File: config.mk
export PLATFORM = sky130hd
export DESIGN_NAME = timing_trigger_glitch_window
export DESIGN_NICKNAME = d
export VERILOG_FILES = /design/src/verilog/trig_pkg.sv /design/src/verilog/glitch_if.sv /design/src/verilog/glitch_detector.sv /design/src/verilog/timing_trigger_glitch_window.sv
export SDC_FILE = /design/constraint.sdc
export NUM_CORES = 2
export LEC_CHECK = 0
export BUFFER_PORTS_ARGS = -buffer_cell sky130_fd_sc_hd__buf_2
export CORE_MARGIN = 3
export CORE_UTILIZATION = 45
export CTS_CLUSTER_DIAMETER = 200
export DETAILED_ROUTE_END_ITERATION = 16
export GPL_ROUTABILITY_DRIVEN = 0
export PLACE_DENSITY = 0.66
export SYNTH_ARGS = -nofsm -noshare
export SYNTH_HDL_FRONTEND = slang
export SYNTH_SLANG_ARGS = --single-unit
File: constraint.sdc
create_clock -name ref_clk -period 18.9 [get_ports ref_clk]
set_input_delay 3.78 -clock ref_clk [delete_from_list [all_inputs] [get_ports ref_clk]]
set_output_delay 3.78 -clock ref_clk [all_outputs]
set_load 0.02 [all_outputs]
File: src/verilog/trig_pkg.sv
/*
 Constants, register map and helpers of the timing trigger unit.
 Assumes a single 100 MHz clock; all times are counted in its cycles.
*/
package trig_pkg;
   // Clock and time figures
   localparam int CLK_PERIOD_NS = 10;
   localparam int GLITCH_MIN_NS = 20;
   localparam logic [15:0] GLITCH_MIN_CYC =
      16'((GLITCH_MIN_NS + CLK_PERIOD_NS - 1) / CLK_PERIOD_NS);
   localparam int MAX_DELAY_MS = 20;
   localparam int MAX_DELAY_CYC = (MAX_DELAY_MS * 1000000) / CLK_PERIOD_NS;

   // Widths
   localparam int CH_N = 8;
   localparam int SAMP_W = 9;
   localparam int RUN_W = 16;
   localparam int DLY_W = 21;
   localparam int MEM_AW = 8;

   // Register byte offsets
   localparam logic [7:0] OFS_CTRL = 8'h00;
   localparam logic [7:0] OFS_PATTERN = 8'h04;
   localparam logic [7:0] OFS_VALID = 8'h08;
   localparam logic [7:0] OFS_GLIM = 8'h0C;
   localparam logic [7:0] OFS_DELAY = 8'h10;
   localparam logic [7:0] OFS_FINAL = 8'h14;
   localparam logic [7:0] OFS_STATUS = 8'h18;
   localparam logic [7:0] OFS_MEM_ADDR = 8'h1C;
   localparam logic [7:0] OFS_MEM_DATA = 8'h20;

   // Field positions
   localparam int CTRL_ARM = 0;
   localparam int CTRL_ABORT = 1;
   localparam int CTRL_MODE_LSB = 2;
   localparam int CTRL_AFTER = 4;
   localparam int CTRL_GCH_LSB = 5;
   localparam int CTRL_QCARE = 8;
   localparam int CTRL_QVAL = 9;
   localparam int CTRL_PRESET_LSB = 10;
   localparam int PAT_VAL_LSB = 0;
   localparam int PAT_CARE_LSB = 8;
   localparam int PAT_EN_LSB = 16;
   localparam int ST_BUSY = 0;
   localparam int ST_DONE = 1;
   localparam int ST_TRIG = 2;
   localparam int ST_TPTR_LSB = 8;
   localparam int ST_WPTR_LSB = 16;

   // Trigger modes and final delay presets
   localparam logic [1:0] MODE_WORD = 2'h0;
   localparam logic [1:0] MODE_GLITCH_WORD = 2'h1;
   localparam logic [1:0] MODE_GLITCH_WINDOW = 2'h2;
   localparam logic [1:0] PRESET_PRE = 2'h1;
   localparam logic [1:0] PRESET_CENTERED_CAPTURE_PRESET = 2'h2;
   localparam logic [1:0] PRESET_POST = 2'h3;
   localparam logic [7:0] FINAL_PRE = 8'h19;
   localparam logic [7:0] FINAL_CENTERED_CAPTURE_PRESET = 8'h7F;
   localparam logic [7:0] FINAL_POST = 8'hE6;

   // Reset values
   localparam logic [15:0] VALID_RST = 16'h0014;
   localparam logic [15:0] GLIM_RST = 16'h0002;
   localparam logic [7:0] CH_EN_RST = 8'hFF;
   localparam logic [7:0] FINAL_RST = 8'h7F;

   // Bus answers
   localparam logic [1:0] RESP_OKAY = 2'h0;
   localparam logic [1:0] RESP_SLVERR = 2'h2;

   function automatic logic [RUN_W-1:0] sat_inc(input logic [RUN_W-1:0] v);
      sat_inc = (&v) ? v : v + 16'h0001;
   endfunction
endpackage
File: src/verilog/glitch_if.sv
/*
 Link between the trigger core and its glitch detector.
 Assumes both ends run on the same clock.
*/
interface glitch_if;
   logic line;
   logic enable;
   logic [15:0] limit;
   logic trail;
   modport det (input line, input enable, input limit, output trail);
   modport user (output line, output enable, output limit, input trail);
endinterface

File: src/verilog/glitch_detector.sv
/*
 Glitch detector on one filtered timing channel: flags the trailing
 edge of a pulse no longer than the programmed limit.
 Assumes the line is already synchronised to ref_clk.
*/
module glitch_detector (
   // Clock and reset
   input wire logic ref_clk,
   input wire logic rst,
   // Core side
   glitch_if.det gl
);
   import trig_pkg::*;

   typedef struct packed {
      logic prev;
      logic seen;
      logic [RUN_W-1:0] run;
      logic trail;
   } det_s;

   det_s st_r;
   det_s st_nxt;
   logic [RUN_W-1:0] len;

   always_comb begin
      len = st_r.run;
      st_nxt = st_r;
      st_nxt.trail = 1'b0;
      st_nxt.prev = gl.line;
      st_nxt.run = sat_inc(st_r.run);
      if (!gl.enable) begin
         st_nxt.seen = 1'b0;
      end else if (gl.line != st_r.prev) begin
         // Capture never sees a pulse narrower than the minimum width
         if (st_r.run < GLITCH_MIN_CYC) begin
            len = GLITCH_MIN_CYC;
         end
         if (st_r.seen && len <= gl.limit) begin
            st_nxt.trail = 1'b1;
         end
         st_nxt.seen = 1'b1;
         st_nxt.run = 16'h0001;
      end
   end

   always_ff @(posedge ref_clk) begin
      if (rst) begin
         st_r <= '0;
      end else begin
         st_r <= st_nxt;
      end
   end

   assign gl.trail = st_r.trail;
endmodule

File: src/verilog/timing_trigger_glitch_window.sv
/*
 Timing analyzer trigger unit: word match with valid time, glitch in
 word or in window, time delay, final delay in transitions, and the
 acquisition memory that it stops. Registers sit on AXI4-Lite.
 Assumes probe inputs are asynchronous and ref_clk runs at 100 MHz.
*/
// Design decisions made here: the register offsets and the AXI4-Lite register port.
//////////////////////////////////////////////////////////////////////
module timing_trigger_glitch_window #(
   parameter int MAX_DELAY_CYC_P = trig_pkg::MAX_DELAY_CYC
) (
   // Clock and reset
   input wire logic ref_clk,
   input wire logic rst,
   // Probe inputs
   input wire logic [trig_pkg::CH_N-1:0] channel_pattern_bits,
   input wire logic external_qualifier,
   // Trigger state
   output logic trigger_out,
   output logic acq_done,
   // AXI4-Lite write
   input wire logic [7:0] awaddr,
   input wire logic awvalid,
   output logic awready,
   input wire logic [31:0] wdata,
   input wire logic [3:0] wstrb,
   input wire logic wvalid,
   output logic wready,
   output logic [1:0] bresp,
   output logic bvalid,
   input wire logic bready,
   // AXI4-Lite read
   input wire logic [7:0] araddr,
   input wire logic arvalid,
   output logic arready,
   output logic [31:0] rdata,
   output logic [1:0] rresp,
   output logic rvalid,
   input wire logic rready
);
   import trig_pkg::*;

   typedef enum logic [2:0] {
      S_IDLE, S_SEEK, S_HELD, S_WINDOW, S_TDELAY, S_FINAL, S_DONE
   } state_e;

   typedef struct packed {
      logic [SAMP_W-1:0] s1;
      logic [SAMP_W-1:0] s2;
      logic [SAMP_W-1:0] s3;
      logic [SAMP_W-1:0] filt;
      state_e state;
      logic [RUN_W-1:0] run;
      logic [DLY_W-1:0] dcnt;
      logic [7:0] tcnt;
      logic triggered;
      logic done;
      logic [MEM_AW-1:0] wr_ptr;
      logic [MEM_AW-1:0] trig_ptr;
      logic [1:0] mode;
      logic after;
      logic [2:0] gch;
      logic q_care;
      logic q_val;
      logic [CH_N-1:0] pat_val;
      logic [CH_N-1:0] pat_care;
      logic [CH_N-1:0] ch_en;
      logic [RUN_W-1:0] valid_t;
      logic [RUN_W-1:0] glim;
      logic [DLY_W-1:0] delay;
      logic [7:0] final_d;
      logic [MEM_AW-1:0] mem_addr;
      logic awready;
      logic wready;
      logic bvalid;
      logic [1:0] bresp;
      logic arready;
      logic rvalid;
      logic [1:0] rresp;
      logic [31:0] rdata;
      logic aw_full;
      logic w_full;
      logic [7:0] waddr;
      logic [31:0] wdat;
      logic [3:0] wstb;
   } state_s;

   localparam state_s ST_RST = '{
      state: S_IDLE,
      ch_en: CH_EN_RST,
      valid_t: VALID_RST,
      glim: GLIM_RST,
      final_d: FINAL_RST,
      default: '0
   };
   localparam logic [DLY_W-1:0] DELAY_MAX = DLY_W'(MAX_DELAY_CYC_P);

   state_s st_r;
   state_s st_nxt;
   logic [SAMP_W-1:0] mem [0:(1 << MEM_AW)-1];
   logic [SAMP_W-1:0] mem_rd;
   logic mem_we;
   logic tr;
   logic gmode;
   logic acquiring;
   logic match;
   logic valid_met;
   logic fire;
   logic arm;
   logic abort;
   logic [CH_N-1:0] care;
   logic [RUN_W-1:0] run_n;
   logic [DLY_W-1:0] dinc;
   logic [32:0] rd_w;
   logic [32:0] rd_r;
   logic [31:0] wd;

   glitch_if gl ();

   glitch_detector u_glitch (
      .ref_clk(ref_clk),
      .rst(rst),
      .gl(gl)
   );

   ////////////////////////////////////////////////////////////////////
   function automatic logic [31:0] merge(input logic [31:0] old,
                                         input logic [31:0] nw,
                                         input logic [3:0] stb);
      logic [31:0] m;
      m = old;
      for (int i = 0; i < 4; i++) begin
         if (stb[i]) begin
            m[8*i +: 8] = nw[8*i +: 8];
         end
      end
      merge = m;
   endfunction

   // Returns {hit, data} for a register address
   function automatic logic [32:0] reg_rd(input state_s s,
                                          input logic [7:0] a,
                                          input logic [SAMP_W-1:0] mw);
      logic [31:0] v;
      logic hit;
      v = '0;
      hit = 1'b1;
      case (a)
         OFS_CTRL: begin
            v[CTRL_MODE_LSB +: 2] = s.mode;
            v[CTRL_AFTER] = s.after;
            v[CTRL_GCH_LSB +: 3] = s.gch;
            v[CTRL_QCARE] = s.q_care;
            v[CTRL_QVAL] = s.q_val;
         end
         OFS_PATTERN: begin
            v[PAT_VAL_LSB +: CH_N] = s.pat_val;
            v[PAT_CARE_LSB +: CH_N] = s.pat_care;
            v[PAT_EN_LSB +: CH_N] = s.ch_en;
         end
         OFS_VALID: v[RUN_W-1:0] = s.valid_t;
         OFS_GLIM: v[RUN_W-1:0] = s.glim;
         OFS_DELAY: v[DLY_W-1:0] = s.delay;
         OFS_FINAL: v[7:0] = s.final_d;
         OFS_STATUS: begin
            v[ST_BUSY] = (s.state != S_IDLE) && (s.state != S_DONE);
            v[ST_DONE] = s.done;
            v[ST_TRIG] = s.triggered;
            v[ST_TPTR_LSB +: MEM_AW] = s.trig_ptr;
            v[ST_WPTR_LSB +: MEM_AW] = s.wr_ptr;
         end
         OFS_MEM_ADDR: v[MEM_AW-1:0] = s.mem_addr;
         OFS_MEM_DATA: v[SAMP_W-1:0] = mw;
         default: hit = 1'b0;
      endcase
      reg_rd = {hit, v};
   endfunction

   ////////////////////////////////////////////////////////////////////
   // Glitch detector hookup
   assign gmode = (st_r.mode == MODE_GLITCH_WORD) || (st_r.mode == MODE_GLITCH_WINDOW);
   assign acquiring = (st_r.state != S_IDLE) && (st_r.state != S_DONE);
   assign gl.line = st_r.filt[st_r.gch];
   assign gl.enable = gmode && acquiring;
   assign gl.limit = st_r.glim;
   assign mem_rd = mem[st_r.mem_addr];

   always_comb begin
      st_nxt = st_r;
      tr = 1'b0;
      mem_we = 1'b0;
      fire = 1'b0;
      arm = 1'b0;
      abort = 1'b0;
      rd_w = '0;
      rd_r = '0;
      wd = '0;

      // Three-stage input sync; a change counts when stages two and three agree
      st_nxt.s1 = {external_qualifier, channel_pattern_bits};
      st_nxt.s2 = st_r.s1;
      st_nxt.s3 = st_r.s2;
      if (st_r.s2 == st_r.s3 && st_r.s3 != st_r.filt) begin
         st_nxt.filt = st_r.s3;
         tr = 1'b1;
      end

      // Word compare: disabled channels drop out, and in glitch modes the glitch channel too
      care = st_r.pat_care & st_r.ch_en;
      if (gmode) begin
         care = care & ~(8'h01 << st_r.gch);
      end
      match = (((st_r.filt[CH_N-1:0] ^ st_r.pat_val) & care) == '0)
         && (!st_r.q_care || st_r.filt[CH_N] == st_r.q_val);
      run_n = match ? sat_inc(st_r.run) : '0;
      st_nxt.run = run_n;
      valid_met = match && (run_n >= st_r.valid_t);
      dinc = st_r.dcnt + 21'h000001;

      case (st_r.state)
         S_IDLE: begin
         end
         S_SEEK: begin
            if (valid_met) begin
               case (st_r.mode)
                  MODE_GLITCH_WORD: begin
                     if (gl.trail) begin
                        fire = 1'b1;
                     end else begin
                        st_nxt.state = S_HELD;
                     end
                  end
                  MODE_GLITCH_WINDOW: begin
                     if (st_r.after) begin
                        st_nxt.state = S_HELD;
                     end else begin
                        st_nxt.state = S_WINDOW;
                        st_nxt.dcnt = '0;
                     end
                  end
                  default: begin
                     if (st_r.after) begin
                        st_nxt.state = S_HELD;
                     end else begin
                        fire = 1'b1;
                     end
                  end
               endcase
            end
         end
         S_HELD: begin
            if (!match) begin
               case (st_r.mode)
                  MODE_GLITCH_WORD: st_nxt.state = S_SEEK;
                  MODE_GLITCH_WINDOW: begin
                     st_nxt.state = S_WINDOW;
                     st_nxt.dcnt = '0;
                  end
                  default: fire = 1'b1;
               endcase
            end else if (st_r.mode == MODE_GLITCH_WORD && gl.trail) begin
               fire = 1'b1;
            end
         end
         S_WINDOW: begin
            if (gl.trail) begin
               fire = 1'b1;
            end else if (st_r.dcnt >= st_r.delay) begin
               st_nxt.state = S_SEEK;
            end else begin
               st_nxt.dcnt = dinc;
            end
         end
         S_TDELAY: begin
            if (st_r.dcnt >= st_r.delay) begin
               st_nxt.state = S_FINAL;
               st_nxt.tcnt = '0;
            end else begin
               st_nxt.dcnt = dinc;
            end
         end
         S_FINAL: begin
            if (st_r.tcnt == st_r.final_d) begin
               st_nxt.state = S_DONE;
               st_nxt.done = 1'b1;
            end else if (tr) begin
               st_nxt.tcnt = st_r.tcnt + 8'h01;
            end
         end
         S_DONE: begin
         end
         default: st_nxt.state = S_IDLE;
      endcase

      // The window replaces the time delay, so window hits go straight to final
      if (fire) begin
         st_nxt.triggered = 1'b1;
         st_nxt.trig_ptr = st_r.wr_ptr;
         st_nxt.dcnt = '0;
         st_nxt.tcnt = '0;
         st_nxt.state = (st_r.mode == MODE_GLITCH_WINDOW) ? S_FINAL : S_TDELAY;
      end

      // Every transition is stored until the final delay is spent
      if (acquiring && tr) begin
         mem_we = 1'b1;
         st_nxt.wr_ptr = st_r.wr_ptr + 8'h01;
      end

      ////////////////////////////////////////////////////////////////
      // AXI4-Lite write: address and data latched in either order
      if (awvalid && st_r.awready) begin
         st_nxt.waddr = awaddr;
         st_nxt.aw_full = 1'b1;
      end
      if (wvalid && st_r.wready) begin
         st_nxt.wdat = wdata;
         st_nxt.wstb = wstrb;
         st_nxt.w_full = 1'b1;
      end
      if (st_r.aw_full && st_r.w_full && !st_r.bvalid) begin
         rd_w = reg_rd(st_r, st_r.waddr, mem_rd);
         wd = merge(rd_w[31:0], st_r.wdat, st_r.wstb);
         st_nxt.aw_full = 1'b0;
         st_nxt.w_full = 1'b0;
         st_nxt.bvalid = 1'b1;
         st_nxt.bresp = rd_w[32] ? RESP_OKAY : RESP_SLVERR;
         case (st_r.waddr)
            OFS_CTRL: begin
               st_nxt.mode = wd[CTRL_MODE_LSB +: 2];
               st_nxt.after = wd[CTRL_AFTER];
               st_nxt.gch = wd[CTRL_GCH_LSB +: 3];
               st_nxt.q_care = wd[CTRL_QCARE];
               st_nxt.q_val = wd[CTRL_QVAL];
               arm = wd[CTRL_ARM];
               abort = wd[CTRL_ABORT];
               case (wd[CTRL_PRESET_LSB +: 2])
                  PRESET_PRE: st_nxt.final_d = FINAL_PRE;
                  PRESET_CENTERED_CAPTURE_PRESET: st_nxt.final_d = FINAL_CENTERED_CAPTURE_PRESET;
                  PRESET_POST: st_nxt.final_d = FINAL_POST;
                  default: begin
                  end
               endcase
            end
            OFS_PATTERN: begin
               st_nxt.pat_val = wd[PAT_VAL_LSB +: CH_N];
               st_nxt.pat_care = wd[PAT_CARE_LSB +: CH_N];
               st_nxt.ch_en = wd[PAT_EN_LSB +: CH_N];
            end
            OFS_VALID: st_nxt.valid_t = wd[RUN_W-1:0];
            OFS_GLIM: st_nxt.glim = wd[RUN_W-1:0];
            OFS_DELAY: begin
               // Long settings clip at the top of the range
               st_nxt.delay = (wd[DLY_W-1:0] > DELAY_MAX) ? DELAY_MAX : wd[DLY_W-1:0];
            end
            OFS_FINAL: st_nxt.final_d = wd[7:0];
            OFS_MEM_ADDR: st_nxt.mem_addr = wd[MEM_AW-1:0];
            default: begin
            end
         endcase
      end
      if (st_r.bvalid && bready) begin
         st_nxt.bvalid = 1'b0;
      end
      st_nxt.awready = !st_nxt.aw_full;
      st_nxt.wready = !st_nxt.w_full;

      // Arming mid-run is ignored, so done is never cleared while being set
      if (abort) begin
         st_nxt.state = S_IDLE;
      end else if (arm && !acquiring) begin
         st_nxt.state = S_SEEK;
         st_nxt.done = 1'b0;
         st_nxt.triggered = 1'b0;
         st_nxt.wr_ptr = '0;
         st_nxt.dcnt = '0;
         st_nxt.tcnt = '0;
      end

      ////////////////////////////////////////////////////////////////
      // AXI4-Lite read
      if (st_r.rvalid && rready) begin
         st_nxt.rvalid = 1'b0;
      end
      if (arvalid && st_r.arready) begin
         rd_r = reg_rd(st_r, araddr, mem_rd);
         st_nxt.rdata = rd_r[31:0];
         st_nxt.rresp = rd_r[32] ? RESP_OKAY : RESP_SLVERR;
         st_nxt.rvalid = 1'b1;
      end
      st_nxt.arready = !st_nxt.rvalid;
   end

   always_ff @(posedge ref_clk) begin
      if (rst) begin
         st_r <= ST_RST;
      end else begin
         st_r <= st_nxt;
      end
   end

   // Capture memory is not reset; the write pointer says what is valid
   always_ff @(posedge ref_clk) begin
      if (mem_we) begin
         mem[st_r.wr_ptr] <= st_r.s3;
      end
   end

   ////////////////////////////////////////////////////////////////////
   assign trigger_out = st_r.triggered;
   assign acq_done = st_r.done;
   assign awready = st_r.awready;
   assign wready = st_r.wready;
   assign bvalid = st_r.bvalid;
   assign bresp = st_r.bresp;
   assign arready = st_r.arready;
   assign rvalid = st_r.rvalid;
   assign rresp = st_r.rresp;
   assign rdata = st_r.rdata;
endmodule

# Word-level counts from Yosys, hierarchy flattened
# Memory sizes are Yosys's and may differ from the RTL's. A register that Yosys moved wholly into a read port is not among the register bits.
# Cells that the tools add are included.
# word_totals
reg_bits	292
ramBits	2304
memories	1
# op_classes
n_addsub	5
order_cmp	6
n_eq_ne	55
shift	1
muxes	99
bitwise	7
n_reduce_logical	51
# memory_table
memory	depth	width	read_ports	rd_clocked_by_memory_dff	write_ports	line_no	rtl
mem	256	9	1	1	1	timing_trigger_glitch_window.sv:100	logic [SAMP_W-1:0] mem [0:(1 << MEM_AW)-1];
# ops
op	count
$mux 21	8
$mux 8	13
$mux 16	6
$pmux 21 s4	1
$pmux 5 s8	2
$mux 39	2
$eq 8x5->1 const B	8
$pmux 6 s5	2
$mux 35	1
$mux 17	2
$add 16x1->16 const B	2
$eq 8x4->1 const B	4
$ne 4x4->1 const B	8
$pmux 2 s8	2
$pmux 8 s2	2
$reduce_and 16->1	2
$mux 30	1
$pmux 5 s3	2
$mux 1	28
$mux 3	9
$and 8x8->8	3
$logic_not 8->1	3
$ne 3x3->1 const B	8
$pmux 3 s2	4
other kinds (50)	101

# Logic depth before layout (Yosys ltp)
# depth
depth_word	15
depth_mapped	23
mapped_depth_nobuf	19

# By module
# A second synthesis with hierarchy kept.
# unflattened
hier_cells	6525
area_unflattened_um2	106155.6
# by_module_without_submodules
module	n_inst	cells_per_inst	area_each_um2	seq_area_each_um2
timing_trigger_glitch_window	1	6347	104774.2	74771.7
glitch_detector	1	178	1381.3	380.4

# Worst setup path after synthesis
# No wires, ideal clock.
# synth_path
kind	reg2reg
startpoint	register st_r[270] (netlist bit)
endpoint	memory mem[220][0], enable pin
setup_time_ns	0.374
arrival_ns	6.463
required_time_ns	18.526
path_slack_ns	12.063
stages_incl_launch_ff	12
path_buffers	4
period_less_slack_ns	6.837
cell_sequence	dfxtp_1 > xor2_1 > nor4_1 > nand4_1 > a31oi_1 > buf_1 > nor2b_1 > clkbuf_1 > buf_1 > nand3_1 > clkbuf_1 > nor2_1
# synth_via
elab_chain_len	7
# synth_lines
element	line_no	rtl
start: declaration	timing_trigger_glitch_window.sv:98	state_s st_r;
start signal: assignment	timing_trigger_glitch_window.sv:398	st_r <= st_nxt;
$eq 9x9->1 or $ne 9x9->1 (tied branches)	timing_trigger_glitch_window.sv:203	if (st_r.s2 == st_r.s3 && st_r.s3 != st_r.filt) begin
$logic_and 1x1->1 *	timing_trigger_glitch_window.sv:203	
$mux 1 *	timing_trigger_glitch_window.sv:203	
$logic_and 1x1->1 *	timing_trigger_glitch_window.sv:305	if (acquiring && tr) begin
$mux 1 *	timing_trigger_glitch_window.sv:305	
$mux 1 *	timing_trigger_glitch_window.sv:404	if (mem_we) begin
$mux 1 (not written as such) *	timing_trigger_glitch_window.sv:405	mem[st_r.wr_ptr] <= st_r.s3;
end: declaration	timing_trigger_glitch_window.sv:100	
# Mark *: on every way between the ends. The rest lies on a longest branch, timed or not.

==> impl_results.md <==
- GR Util All Layers: 24.0%
- Yosys top cell by area: edfxtp_1
- # setup viols final: 0
- Post-CTS setup buffer count: 0
- FILL cells: 18.9k
- Synth warn: 0
- DR iter-0 viols: 8120
- Leakage power: 35.9 nW
- Final wirelength: 294000 um
- Worst path max stage delay: 1.06 ns
- Run status: finished clean
- Final hold vios: 0
- R2R cell count: 12
- H-Tree Depth: 5
- Endpoint class of the critical path: flop
- Worst slew pin tran: 1.38 ns
- Pre-antenna DRT Iters: 9
- Cts bufs inserted: 274
- Post-cts sizing count: 0
- Ys flop type: edfxtp_1
- Peak Freq: 129 MHz
- Clock Root Buffer: clkbuf_16
- Startpoint types: flop
- R2R Setup Slk: 11.15 ns
- Period minus WS final: 7.75 ns
- Internal Power: 0.00912 W
- Most frequent cells in the layout: 2304 x edfxtp_1, 509 x nor2_1, 455 x mux4_2
- Max-slew violation count: 0
- Netlist area before placement: 106000 um2
- Reg clk slew, reported paths: 0.06 ns
- DIE WIDTH: 491 um
- Final ANT Viol Nets: 0
- Antenna violations before repair: 16
- Die area: 241000 um2
- Switching Share: 20.0%
- CP Data Required Time: 19.62 ns
- Vias in the first global route: 58.5k
- Drt drc: 0
- Most frequent CP cell: buf_4
- TritonCTS clock tree: done
- Hold Crit Depth: 1
- Clock Path Buffers: 4
- Largest cells by area after synthesis: edfxtp_1 65%, mux4_2 9.7%, dfxtp_1 5.6%
- Global route overflow: 0
- Layout cell share with drive strength beyond 1: 16.7%
- Hold Path Class: flop to flop
- Switching power: 0.00227 W
- Worst vdd ir: 0.0912 mV
- Final core utilization: 50.2%
- Pwr dens: 97.4 nW/um2
- Seq/Total Area, Yosys: 71.1%
- Cells after Synth: 6258
- Final period utilization: 41.0%
- DP Area: 109000 um2
- Average wire per cell in the routed design: 30.4 um
- Initial Util: 45.3%
- Synth cell types: 89
- Vias per cell: 6.21
- CP max stage cell: a211oi_1
- Sum Neg Setup Slack: 0 ns
- Critical Path AT: 8.48 ns
- Vias: 60.0k
- Commonest non-fill, non-tap cell in the layout: edfxtp_1
- Avg Inst Size Synth: 16.9 um2
- Largest net degree at the start of global routing: 205
- Worst r2r dst: st_r[211]$_SDFF_PP0_
- Port bufs: 91
- Clock power share: 43.9%
- Asr flop ratio synth: 0%
- Sequential power share: 54.8%
- Post-synth EDFFs: 2304
- Setup CP Type: flop to flop
- Nets: 6481
- Setup Skew: 0.0730 ns
- Crit path cell chain: buf_4 -> buf_4 -> buf_4 -> mux4_2 -> mux2i_1 -> o221ai_1 -> a211oi_1 -> or4_1 -> o221a_2 -> a41o_1 -> or2_1 -> nor3_1
- Chip height: 491 um
- Combinational power share: 1.3%
- Dpl hpwl: 183000 um
- CP endpoint: st_r[211]$_SDFF_PP0_
- First-pass GRT wire length: 422000 um
- Row count: 177
- Syn-to-layout area delta: 10.7%
- Post-CTS Hold Buffers: 0
- Sink Count: 2602
- RSZ-0062 raised after global routing: false
- Share of the synthesized area in the top cell type: 65.5%
- Worst-Skew Late Latency: 0.93 ns
- Core area: 233000 um2
- Fin area: 117000 um2
- Max-cap check violation count: 0
- CP Max Fanout: 39
- IO Pins: 111
- Yosys reg bits: 2602
- Headroom to the max-slew limit: 5.44%
==> synthesized netlist by cell type (33+ instances only) <==
| cell type | count |
|---|---|
| and3_1 | 44 |
| a221oi_1 | 55 |
| clkbuf_1 | 202 |
| mux2i_1 | 377 |
| buf_6 | 33 |
| a21oi_1 | 194 |
| a22o_1 | 43 |
| a22oi_1 | 123 |
| nand2_1 | 330 |
| buf_4 | 93 |
| dfxtp_1 | 298 |
| nor3_1 | 70 |
| o21ai_0 | 79 |
| nor2_1 | 513 |
| xor2_1 | 34 |
| inv_1 | 82 |
| a211oi_1 | 64 |
| a31oi_1 | 38 |
| mux4_2 | 455 |
| edfxtp_1 | 2304 |
| nand3_1 | 134 |
| ha_1 | 70 |
| buf_2 | 60 |
| nor2b_1 | 62 |
| nand4_1 | 33 |
==> critical path, delay by kind of cell, from the launching register on <==
| family | cells | cell delay (ns) |
|---|---|---|
| compound gates | 4 | 2.23 |
| buf+inv | 3 | 1.94 |
| simple gates | 3 | 1.55 |
| flops | 1 | 0.80 |
| mux | 2 | 0.89 |
==> area by class of cell <==
type,instances,area [um2],area share [%]
multi-input cells,3152,27800,23.8
clock inverters,100,727,0.621
clock buffers,354,7400,6.32
well taps,3132,3920,3.35
repair buffers,226,1600,1.37
flip-flops and latches,2602,75200,64.3
inverters,87,329,0.281
diodes,6,15.0,0.0128
==> state kept, by name (all words and copies together) (netlist names), named ones only <==
name,flops
u_glitch.st_r,18
rvalid,1
st_r,204
arready,1
acq_done,1
trigger_out,1
bresp,1
u_glitch.gl.trail,1
wready,1
awready,1
rresp,1
mem,2304
rdata,24
st_nxt,18
bvalid,1
gl.limit,16
==> through the flow <==
step | hold WS (ns) | setup slack [ns] | power (W) | instances
2_1_floorplan | 0.414 | 12.06 | 0.00645 | 6267
3_3_place_gp | 0.430 | 11.20 | 0.00650 | 9199
3_5_place_dp | 0.423 | 11.18 | 0.00651 | 9199
4_1_cts | 0.451 | 11.13 | 0.0115 | 9653
5_1_grt | 0.459 | 10.76 | 0.0117 | 9655
6_report | 0.446 | 11.15 | 0.0114 | 9659
==> power groups by stage <==
| stage | logic, W | clock network, W | registers, W |
|---|---|---|---|
| 6_report | 0.000147 | 0.00501 | 0.00624 |
| 5_1_grt | 0.000158 | 0.00529 | 0.00624 |
| 4_1_cts | 0.000145 | 0.00507 | 0.00624 |
| 3_5_place_dp | 0.000144 | 0 | 0.00636 |
| 3_3_place_gp | 0.000140 | 0 | 0.00636 |
| 2_1_floorplan | 0.0000801 | 0 | 0.00637 |
==> worst min-delay path by stage <==
stage,from,to
after floorplan,st_nxt[272]$_SDFF_PP0_,st_nxt[263]$_SDFF_PP0_
after global placement,st_nxt[276]$_SDFF_PP0_,st_nxt[267]$_SDFF_PP0_
after detailed placement,st_nxt[280]$_SDFF_PP0_,st_nxt[271]$_SDFF_PP0_
after CTS,st_nxt[272]$_SDFF_PP0_,st_nxt[263]$_SDFF_PP0_
after global routing,st_nxt[275]$_SDFF_PP0_,st_nxt[266]$_SDFF_PP0_
final,st_nxt[272]$_SDFF_PP0_,st_nxt[263]$_SDFF_PP0_
==> cell families after synthesis <==
group                      after synthesis  synth area share (%)
other                                    1               0.00355
adders and majority gates               70                 0.829
AOI/OAI and AO/OA                      831                  5.51
and+or+nand+nor                       1317                  5.64
xor gates and xnor gates                65                 0.539
muxes                                  859                  13.7
buffers and inverters                  513                  2.66
DFF                                   2602                  71.1
==> per-layer routing <==
metal | GRT usage (%) | up-vias | share of wire (%)
li1 | - | 25000 | -
met3 | 5.95 | 685 | 11
met2 | 37.1 | 3457 | 46
met1 | 32.6 | 30900 | 38
met4 | 9.89 | 4 | 4.7
met5 | 0 | - | 0.0088
(Power assumes the default switching activity.)
